**config.mk**
```make
export PLATFORM = sky130hd
export DESIGN_NAME = qbsp_sram_port
export DESIGN_NICKNAME = d
export VERILOG_FILES = /design/src/inc/qbsp_pkg.sv /design/src/hw/qbsp_sram_port.sv
export SDC_FILE = /design/constraint.sdc
export NUM_CORES = 1
export LEC_CHECK = 0
export BUFFER_PORTS_ARGS = -buffer_cell sky130_fd_sc_hd__buf_2
export CAP_MARGIN = 20
export CORE_UTILIZATION = 55
export DETAILED_ROUTE_END_ITERATION = 6
export MAX_ROUTING_LAYER = met4
export PLACE_DENSITY = 0.8
export RECOVER_POWER = 100
export SETUP_SLACK_MARGIN = 0.2
export SLEW_MARGIN = 20
export SYNTH_ARGS = -nofsm -noshare
export SYNTH_HDL_FRONTEND = slang
export SYNTH_SLANG_ARGS = --single-unit
```
**constraint.sdc**
```tcl
create_clock -name clk_sys -period 6.7 [get_ports clk_sys]
set_input_delay 0.335 -clock clk_sys [delete_from_list [all_inputs] [get_ports clk_sys]]
set_output_delay 0.335 -clock clk_sys [all_outputs]
set_load 0.1 [all_outputs]
```
**src/inc/qbsp_pkg.sv**
```systemverilog
//------------------------------------------------------------------------------
// Purpose: Shared constants and carriers for the burst-of-two SRAM port.
// Assumes: One system clock at 50 MHz samples the complementary input clocks.
// Notes:   Array depth is kept small so the storage fits in flip-flops.
//------------------------------------------------------------------------------
package qbsp_pkg;

  // ---------------------------------------------------------------------------
  // Geometry
  // ---------------------------------------------------------------------------
  localparam int unsigned ADDR_W  = 4;
  localparam int unsigned DATA_W  = 18;
  localparam int unsigned BYTE_W  = 9;
  localparam int unsigned NBYTES  = DATA_W / BYTE_W;
  localparam int unsigned WORDS   = 2 ** (ADDR_W + 1);
  localparam logic        BURST_FIRST  = 1'b0;
  localparam logic        BURST_SECOND = 1'b1;

  // ---------------------------------------------------------------------------
  // Timing
  // ---------------------------------------------------------------------------
  localparam int unsigned CLK_PERIOD_NS   = 20;
  localparam int unsigned PLL_LOCK_US     = 100;
  localparam int unsigned PLL_LOCK_CYC    = (PLL_LOCK_US * 1000) / CLK_PERIOD_NS;
  localparam int unsigned PLL_RST_MIN_NS  = 30;
  localparam int unsigned PLL_RST_MIN_CYC = (PLL_RST_MIN_NS + CLK_PERIOD_NS - 1) / CLK_PERIOD_NS;
  localparam int unsigned RECAL_PERIOD    = 1024;
  localparam int unsigned CNT_W           = 16;

  // ---------------------------------------------------------------------------
  // Carriers
  // ---------------------------------------------------------------------------
  typedef struct packed {
    logic              k_clk;
    logic              k_clk_n;
    logic [ADDR_W-1:0] addr;
    logic              read_port_select_n;
    logic              write_port_select_n;
    logic [NBYTES-1:0] byte_write_select_n;
    logic [DATA_W-1:0] data;
    logic              pll_disable_n;
    logic              impedance_ref_pin;
  } qbsp_pins_type;

  typedef struct packed {
    logic              valid;
    logic [ADDR_W-1:0] addr;
  } qbsp_rd_entry_type;

  typedef struct packed {
    logic              pending;
    logic [DATA_W-1:0] data;
    logic [NBYTES-1:0] be_n;
  } qbsp_wr_first_type;

  localparam int unsigned PINS_W = $bits(qbsp_pins_type);
  localparam qbsp_rd_entry_type RD_IDLE = '{valid: 1'b0, addr: '0};

endpackage : qbsp_pkg
```
**src/hw/qbsp_sram_port.sv**
```systemverilog
//------------------------------------------------------------------------------
// Purpose: Device-side logic of a burst-of-two SRAM with separate read and
//          write ports on one multiplexed address bus.
// Assumes: The complementary input clocks are much slower than clk_sys and are
//          sampled, not used as clocks; every pin passes two flip-flops.
// Notes:   Output drive strength is not modelled; the impedance logic only
//          schedules recalibration and captures the reference pin mode.
//
// Notes on behaviour
// - PLL on: read data after 2.5 cycles; the code drives it after 2.
// - PLL off: legacy mode, one cycle latency.
// - Transactions begin on positive clock rise only.
// - Low read select latches read address.
// - Every access moves two sequential words.
// - First word at K rise, second next K#.
// - Deselected read finishes, then tristates after K#.
// - Write select captures first word on K.
// - K# latches address, second word, commits both.
// - Deselected write finishes pending, then ignores inputs.
// - Byte selects mask each written word's bytes.
// - Read and write ports start independently.
// - Reads return newest data, with forwarding.
// - Selects sampled on K; ports independent.
// - Recalibrate impedance every 1024 clock cycles.
// - Two free-running echo clocks from inputs.
// - Read valid leads data by half cycle.
// - PLL locks 100 us after stable clock.
// - Stopped input clocks reset the PLL.
// - Power up deselected with outputs tristated.
//------------------------------------------------------------------------------
`timescale 1ns/1ps

module qbsp_sram_port
  import qbsp_pkg::*;
#(
  parameter int unsigned LOCK_CYC  = PLL_LOCK_CYC,
  parameter int unsigned STALL_CYC = 16,
  parameter int unsigned RECAL_CYC = RECAL_PERIOD
) (
  // System clock and reset
  input  wire  logic              clk_sys,
  input  wire  logic              sys_rst,
  // Input clock pair
  input  wire  logic              k_clk,
  input  wire  logic              k_clk_n,
  // Address and control
  input  wire  logic [ADDR_W-1:0] addr,
  input  wire  logic              read_port_select_n,
  input  wire  logic              write_port_select_n,
  input  wire  logic [NBYTES-1:0] byte_write_select_n,
  input  wire  logic              pll_disable_n,
  input  wire  logic              impedance_ref_pin,
  // Write data
  input  wire  logic [DATA_W-1:0] data_in,
  // Read data
  output logic       [DATA_W-1:0] data_out,
  output logic                    data_out_oe,
  output logic                    read_data_valid,
  // Echo clocks and status
  output logic       [1:0]        echo_clock_out,
  output logic                    pll_locked,
  output logic                    impedance_cal_strobe,
  output logic                    min_impedance_mode
);

  // ---------------------------------------------------------------------------
  // Input synchronisers
  // ---------------------------------------------------------------------------
  qbsp_pins_type pins_raw;
  qbsp_pins_type pin_q;
  logic          k_rise;
  logic          kn_rise;

  assign pins_raw = '{k_clk: k_clk, k_clk_n: k_clk_n, addr: addr,
                      read_port_select_n: read_port_select_n,
                      write_port_select_n: write_port_select_n,
                      byte_write_select_n: byte_write_select_n, data: data_in,
                      pll_disable_n: pll_disable_n, impedance_ref_pin: impedance_ref_pin};

  // Clocks, controls and data share one delay, so their alignment is kept.
  qbsp_sync2 #(
    .WIDTH (PINS_W)
  ) u_pin_sync (
    .clk_sys (clk_sys),
    .din     (pins_raw),
    .dout    (pin_q)
  );

  // The edge history follows the pins during reset as well, so releasing
  // reset with the idle levels on the pins shows no false edge.
  qbsp_edge_detect u_k_edge (
    .clk_sys (clk_sys),
    .level   (pin_q.k_clk),
    .rise    (k_rise)
  );

  qbsp_edge_detect u_kn_edge (
    .clk_sys (clk_sys),
    .level   (pin_q.k_clk_n),
    .rise    (kn_rise)
  );

  // ---------------------------------------------------------------------------
  // Storage and byte merge
  // ---------------------------------------------------------------------------
  logic [DATA_W-1:0] mem_q [WORDS];

  function automatic logic [DATA_W-1:0] merge_bytes(input logic [DATA_W-1:0] old_w,
                                                    input logic [DATA_W-1:0] new_w,
                                                    input logic [NBYTES-1:0] be_n);
    logic [DATA_W-1:0] res;
    res = old_w;
    for (int b = 0; b < NBYTES; b++) begin
      if (!be_n[b]) begin
        res[b*BYTE_W +: BYTE_W] = new_w[b*BYTE_W +: BYTE_W];
      end
    end
    return res;
  endfunction : merge_bytes

  // ---------------------------------------------------------------------------
  // Write port
  // ---------------------------------------------------------------------------
  qbsp_wr_first_type wr_first_q;
  logic              commit_en;
  logic [ADDR_W:0]   commit_idx0;
  logic [ADDR_W:0]   commit_idx1;
  logic [DATA_W-1:0] commit_w0;
  logic [DATA_W-1:0] commit_w1;

  // First word and its byte selects are taken on the K rise that starts it.
  always_ff @(posedge clk_sys) begin
    if (sys_rst) begin
      wr_first_q <= '0;
    end else if (k_rise) begin
      wr_first_q.pending <= ~pin_q.write_port_select_n;
      wr_first_q.data    <= pin_q.data;
      wr_first_q.be_n    <= pin_q.byte_write_select_n;
    end else if (kn_rise) begin
      wr_first_q.pending <= 1'b0;
    end
  end

  // The K# rise after a start supplies the address and the second word.
  assign commit_en   = kn_rise & wr_first_q.pending;
  assign commit_idx0 = {pin_q.addr, BURST_FIRST};
  assign commit_idx1 = {pin_q.addr, BURST_SECOND};
  assign commit_w0   = merge_bytes(mem_q[commit_idx0], wr_first_q.data, wr_first_q.be_n);
  assign commit_w1   = merge_bytes(mem_q[commit_idx1], pin_q.data, pin_q.byte_write_select_n);

  always_ff @(posedge clk_sys) begin
    if (commit_en) begin
      mem_q[commit_idx0] <= commit_w0;
      mem_q[commit_idx1] <= commit_w1;
    end
  end

  // ---------------------------------------------------------------------------
  // Read port
  // ---------------------------------------------------------------------------
  qbsp_rd_entry_type rd_pipe_q [2];
  qbsp_rd_entry_type rd_launch;
  logic              rd_second_q;
  logic [ADDR_W-1:0] rd_addr_q;
  logic [ADDR_W:0]   rd_idx0;
  logic [ADDR_W:0]   rd_idx1;
  logic [DATA_W-1:0] rd_word1;
  logic              pll_on_q;

  // The latency mode is taken once per K cycle, so the word and the valid flag
  // of one launch never use different modes while the mode pin moves.
  always_ff @(posedge clk_sys) begin
    if (sys_rst) begin
      pll_on_q <= 1'b0;
    end else if (k_rise) begin
      pll_on_q <= pin_q.pll_disable_n;
    end
  end

  // A request loaded on K(t) drives on K(t+2) with the PLL on, K(t+1) off.
  assign rd_launch = pll_on_q ? rd_pipe_q[1] : rd_pipe_q[0];

  always_ff @(posedge clk_sys) begin
    if (sys_rst) begin
      rd_pipe_q[0] <= RD_IDLE;
      rd_pipe_q[1] <= RD_IDLE;
    end else if (k_rise) begin
      rd_pipe_q[0] <= '{valid: ~pin_q.read_port_select_n, addr: pin_q.addr};
      rd_pipe_q[1] <= rd_pipe_q[0];
    end
  end

  assign rd_idx0 = {rd_launch.addr, BURST_FIRST};
  assign rd_idx1 = {rd_addr_q, BURST_SECOND};

  // A write committing on this very K# edge is forwarded to the read.
  always_comb begin
    rd_word1 = mem_q[rd_idx1];
    if (commit_en && (commit_idx1 == rd_idx1)) begin
      rd_word1 = commit_w1;
    end
  end

  // Array reads happen at drive time, so any earlier commit is already seen.
  always_ff @(posedge clk_sys) begin
    if (sys_rst) begin
      data_out    <= '0;
      data_out_oe <= 1'b0;
      rd_second_q <= 1'b0;
      rd_addr_q   <= '0;
    end else if (k_rise) begin
      rd_second_q <= rd_launch.valid;
      rd_addr_q   <= rd_launch.addr;
      if (rd_launch.valid) begin
        data_out    <= mem_q[rd_idx0];
        data_out_oe <= 1'b1;
      end
    end else if (kn_rise) begin
      rd_second_q <= 1'b0;
      if (rd_second_q) begin
        data_out <= rd_word1;
      end else begin
        data_out_oe <= 1'b0;
      end
    end
  end

  // Valid rises on the K# before the first word and falls on the second one.
  // It looks at the request that the next K rise will launch, which is the
  // older pipeline entry while the PLL is on.
  always_ff @(posedge clk_sys) begin
    if (sys_rst) begin
      read_data_valid <= 1'b0;
    end else if (kn_rise) begin
      read_data_valid <= rd_launch.valid;
    end
  end

  // ---------------------------------------------------------------------------
  // Echo clocks
  // ---------------------------------------------------------------------------
  always_ff @(posedge clk_sys) begin
    if (sys_rst) begin
      echo_clock_out <= '0;
    end else begin
      echo_clock_out <= {pin_q.k_clk_n, pin_q.k_clk};
    end
  end

  // ---------------------------------------------------------------------------
  // PLL lock model
  // ---------------------------------------------------------------------------
  logic [CNT_W-1:0] stall_cnt_q;
  logic [CNT_W-1:0] lock_cnt_q;
  logic             stalled;

  // The threshold must exceed the slowest half period in use; a shorter stall
  // is treated as normal clocking, since its length cannot be told apart.
  always_ff @(posedge clk_sys) begin
    if (sys_rst || k_rise || kn_rise) begin
      stall_cnt_q <= '0;
    end else if (!stalled) begin
      stall_cnt_q <= stall_cnt_q + CNT_W'(1);
    end
  end

  assign stalled = (stall_cnt_q >= CNT_W'(STALL_CYC)) &&
                   (stall_cnt_q >= CNT_W'(PLL_RST_MIN_CYC));

  always_ff @(posedge clk_sys) begin
    if (sys_rst || stalled || !pin_q.pll_disable_n) begin
      lock_cnt_q <= '0;
      pll_locked <= 1'b0;
    end else if (lock_cnt_q >= CNT_W'(LOCK_CYC - 1)) begin
      pll_locked <= 1'b1;
    end else begin
      lock_cnt_q <= lock_cnt_q + CNT_W'(1);
    end
  end

  // ---------------------------------------------------------------------------
  // Impedance recalibration
  // ---------------------------------------------------------------------------
  logic [CNT_W-1:0] recal_cnt_q;

  always_ff @(posedge clk_sys) begin
    if (sys_rst) begin
      recal_cnt_q          <= '0;
      impedance_cal_strobe <= 1'b0;
      min_impedance_mode   <= 1'b0;
    end else begin
      impedance_cal_strobe <= 1'b0;
      if (k_rise) begin
        if (recal_cnt_q >= CNT_W'(RECAL_CYC - 1)) begin
          recal_cnt_q          <= '0;
          impedance_cal_strobe <= 1'b1;
          min_impedance_mode   <= pin_q.impedance_ref_pin;
        end else begin
          recal_cnt_q <= recal_cnt_q + CNT_W'(1);
        end
      end
    end
  end

endmodule : qbsp_sram_port

// -----------------------------------------------------------------------------
// Two-stage synchroniser for a bundle of pins
// -----------------------------------------------------------------------------
module qbsp_sync2
  import qbsp_pkg::*;
#(
  parameter int unsigned WIDTH = 1
) (
  // System clock
  input  wire logic             clk_sys,
  // Raw pins and their synchronised copy
  input  wire logic [WIDTH-1:0] din,
  output logic      [WIDTH-1:0] dout
);

  logic [WIDTH-1:0] stage1_q;

  // No reset: both stages settle while reset is held.
  always_ff @(posedge clk_sys) begin
    stage1_q <= din;
    dout     <= stage1_q;
  end

endmodule : qbsp_sync2

// -----------------------------------------------------------------------------
// Rising edge finder for a sampled input clock
// -----------------------------------------------------------------------------
module qbsp_edge_detect
  import qbsp_pkg::*;
(
  // System clock
  input  wire logic clk_sys,
  // Sampled level and its rising edge
  input  wire logic level,
  output logic      rise
);

  logic level_q;

  always_ff @(posedge clk_sys) begin
    level_q <= level;
  end

  assign rise = level & ~level_q;

endmodule : qbsp_edge_detect

```
==> impl_metrics.json <==
{
  "clock_skew_ns": 0.0200,
  "criticalPathCategory": "reg -> reg",
  "antenna_found_initial": 1,
  "firstDrtPassIters": 7,
  "holdPathStages": 0,
  "grt.overflow.total": 0,
  "worst-endpoint-required_ns": 6.87,
  "chipHeight_um": 240,
  "status": "finished, violations left",
  "p_leak_nw": 11.3,
  "setup_tns_ns": 0,
  "synth_top_area_share_pct": 56.5,
  "core_um2": 55500,
  "root_buffer": "clkbuf_16",
  "final-instance-count-excl-fill": 2761,
  "portBuffers": 56,
  "synth_flop_cell": "edfxtp_1",
  "synthDistinctLibCells": 64,
  "synthArstFlopShare_pct": 0,
  "synth_area_um2": 31100,
  "slew_headroom_pct": -109,
  "drtAntennaViolNets": 0,
  "syn_nets": 1904,
  "ys_seq_elements": 752,
  "intPower_mw": 7.68,
  "setup_viol": 0,
  "post-dp-hpwl_mm": 45.3,
  "fillers": 3845,
  "area_delta_synth_final_pct": 10.9,
  "setup.worst_path.end_class": "flop",
  "hold_viol_final": 0,
  "drive_above_1_share_pct": 18.8,
  "rsz0062_at_grt": "false",
  "yosysTopAreaCell": "edfxtp_1",
  "period_minus_slack_ns": 4.96,
  "gp_congestion": 0.851,
  "rr_worst_depth": 3,
  "grt_max_degree": 67,
  "crit_path_max_fanout": 50,
  "wl_per_cell_um": 28.0,
  "rows": 86,
  "grt_pass1_vias": 18739,
  "clock-sinks": 752,
  "synth_commonest_cells": "edfxtp_1 (586), mux4_2 (185), dfxtp_1 (166)",
  "synth.avg_cell_area_um2": 16.7,
  "cts_tree": "yes",
  "synth.area.top_cells": "edfxtp_1 (57%), mux4_2 (13%), dfxtp_1 (11%)",
  "p_per_area_nw_per_um2": 287,
  "vias": 18377,
  "start_kind": "flop",
  "nets": 1992,
  "p_seq_share_pct": 52.3,
  "yosysWarnings": 0,
  "dpl.cell_count": 2594,
  "r2r_slack_ns": 1.74,
  "min_path_type": "reg -> reg",
  "synth.most_common_cell": "edfxtp_1",
  "timing.hold.ws_ns": 0.325,
  "io_pins": 57,
  "wirelength_mm": 77.3,
  "htreeDepth": 3,
  "grt_pass1_wl_mm": 114,
  "clkLatencyLatePin_ns": 0.62,
  "violations": "max-capacitance violations, max-slew violations",
  "max_freq_mhz": 202,
  "numCtsBuffers": 73,
  "synth_edf_count": 586,
  "drc": 0,
  "power.clock.fraction_pct": 41.1,
  "cp.arrival_ns": 5.13,
  "drv_slew": 331,
  "die_area_um2": 57500,
  "p_sw_share_pct": 22.6,
  "dieWidth_um": 240,
  "clkTransAtPathRegs_ns": 0.06,
  "fin_crit_sh_pct": 74.0,
  "start_util_pct": 56.1,
  "cap_violations": 14,
  "clockBufferDepth": 3,
  "seq_area_frac_synth_pct": 67.2,
  "grt.total_usage_pct": 28.2,
  "drt_iter0_drc": 2473,
  "vdd_ir_drop_max_v": 0.000247,
  "p_switching_mw": 2.24,
  "viasPerCell": 6.66,
  "combinationalPowerShare_pct": 6.6,
  "syn_inst": 1868,
  "final_core_util_pct": 62.2,
  "ctsResizeCount": 0,
  "worst_pin_slew_ns": 3.13
}
==> per-layer routing <==
| layer | wire length, µm | share of wire (%) | GRT usage (%) |
|---|---|---|---|
| met5 | 0 | 0 | - |
| met4 | 3710 | 4.8 | 13.7 |
| met1 | 27300 | 35 | 34.1 |
| met3 | 9230 | 12 | 8.09 |
| met2 | 37100 | 48 | 43.8 |
==> power groups by stage <==
stage | logic (mW) | clock network, mW | registers, mW
finish | 0.651 | 4.08 | 5.19
global route | 0.684 | 4.27 | 5.20
CTS | 0.645 | 4.11 | 5.19
detailed placement | 0.626 | 0 | 5.29
global placement | 0.607 | 0 | 5.28
floorplan | 0.460 | 0 | 5.28
==> critical path: stages, from the launching register on <==
cell and delay, ns:
dfxtp_1 0.76, buf_4 0.82, nand2_1 0.55, nor2_1 2.27
==> worst paths after layout <==
check                                  from                         end
max             u_pin_sync.dout[24]$_DFF_P_      mem_q[27][6]$_DFFE_PP_
min          u_pin_sync.stage1_q[6]$_DFF_P_  u_pin_sync.dout[6]$_DFF_P_
max reg2reg     u_pin_sync.dout[24]$_DFF_P_      mem_q[27][6]$_DFFE_PP_
min reg2reg  u_pin_sync.stage1_q[6]$_DFF_P_  u_pin_sync.dout[6]$_DFF_P_
==> kinds of logic (layout without fill, tap and decap cells) <==
logic type      after synthesis  in the layout  synth area share (%)
flops                       752            752                  67.2
simple gates                427            427                  6.70
mux                         264            264                  16.8
compound gates              253            253                  5.74
buf+inv                     141            285                  2.64
xor+xnor                     27             27                 0.760
fa+ha+maj                     4              4                 0.161
other cells                   0              1                     0
==> through the flow <==
stage | total power [mW] | area (µm²) | setup WS (ns)
after CTS | 9.94 | 34700 | 2.92
after global placement | 5.89 | 32000 | 3.11
after global routing | 10.2 | 34500 | 1.63
final | 9.92 | 34500 | 1.74
after floorplan | 5.74 | 31100 | 4.02
after detailed placement | 5.91 | 32000 | 3.00
==> cell type report <==
class                   count  area, µm²  area share (%)
diodes                      1       2.50         0.00725
clock buffers             106       2160            6.27
clock inverters            25        198           0.573
inverters                  24       90.1           0.261
multi-input cells         975       9430            27.3
flip-flops and latches    752      20900            60.6
well taps                 748        936            2.71
repair buffers            130        774            2.24
==> timing repair <==
| item | in CTS | in global routing |
|---|---|---|
| hold buffers | 30 | 0 |
| setup buffers | 0 | 0 |
| hold endpoints to repair | 30 | 0 |
==> placed cells by master (no fill, tap or decap), types with 9 or more instances in the layout <==
master	Yosys	layout
nand3_1	14	14
a211oi_1	11	11
mux2i_1	51	50
clkbuf_1	43	70
inv_1	24	21
nand2b_1	81	80
buf_2	37	31
mux2_2	11	10
nor2b_1	17	16
a221oi_1	28	28
o221ai_1	10	10
buf_4	8	16
xor2_1	19	19
and2_0	1	19
nor3_1	37	37
clkbuf_16	0	79
clkinv_2	0	11
nand4_1	9	9
o22ai_1	22	21
dlygate4sd3_1	0	30
a22oi_1	41	41
a21oi_1	61	61
edfxtp_1	586	586
a31oi_1	11	10
mux4_2	185	185
nand2_1	93	93
mux4_1	13	13
dfxtp_1	166	161
o21ai_0	16	16
nor2_1	121	119
and3_1	9	9
==> state kept, by name, summed over array words and instances, names as in the netlist, 2 cells and up, named ones only <==
register             count
wr_first_q              21
data_out                18
rd_addr_q                4
u_pin_sync.dout         30
stall_cnt_q             16
u_pin_sync.stage1_q     30
lock_cnt_q              16
rd_pipe_q               10
recal_cnt_q             16
echo_clock_out           2
mem_q                  576
(Power assumes the default switching activity.)
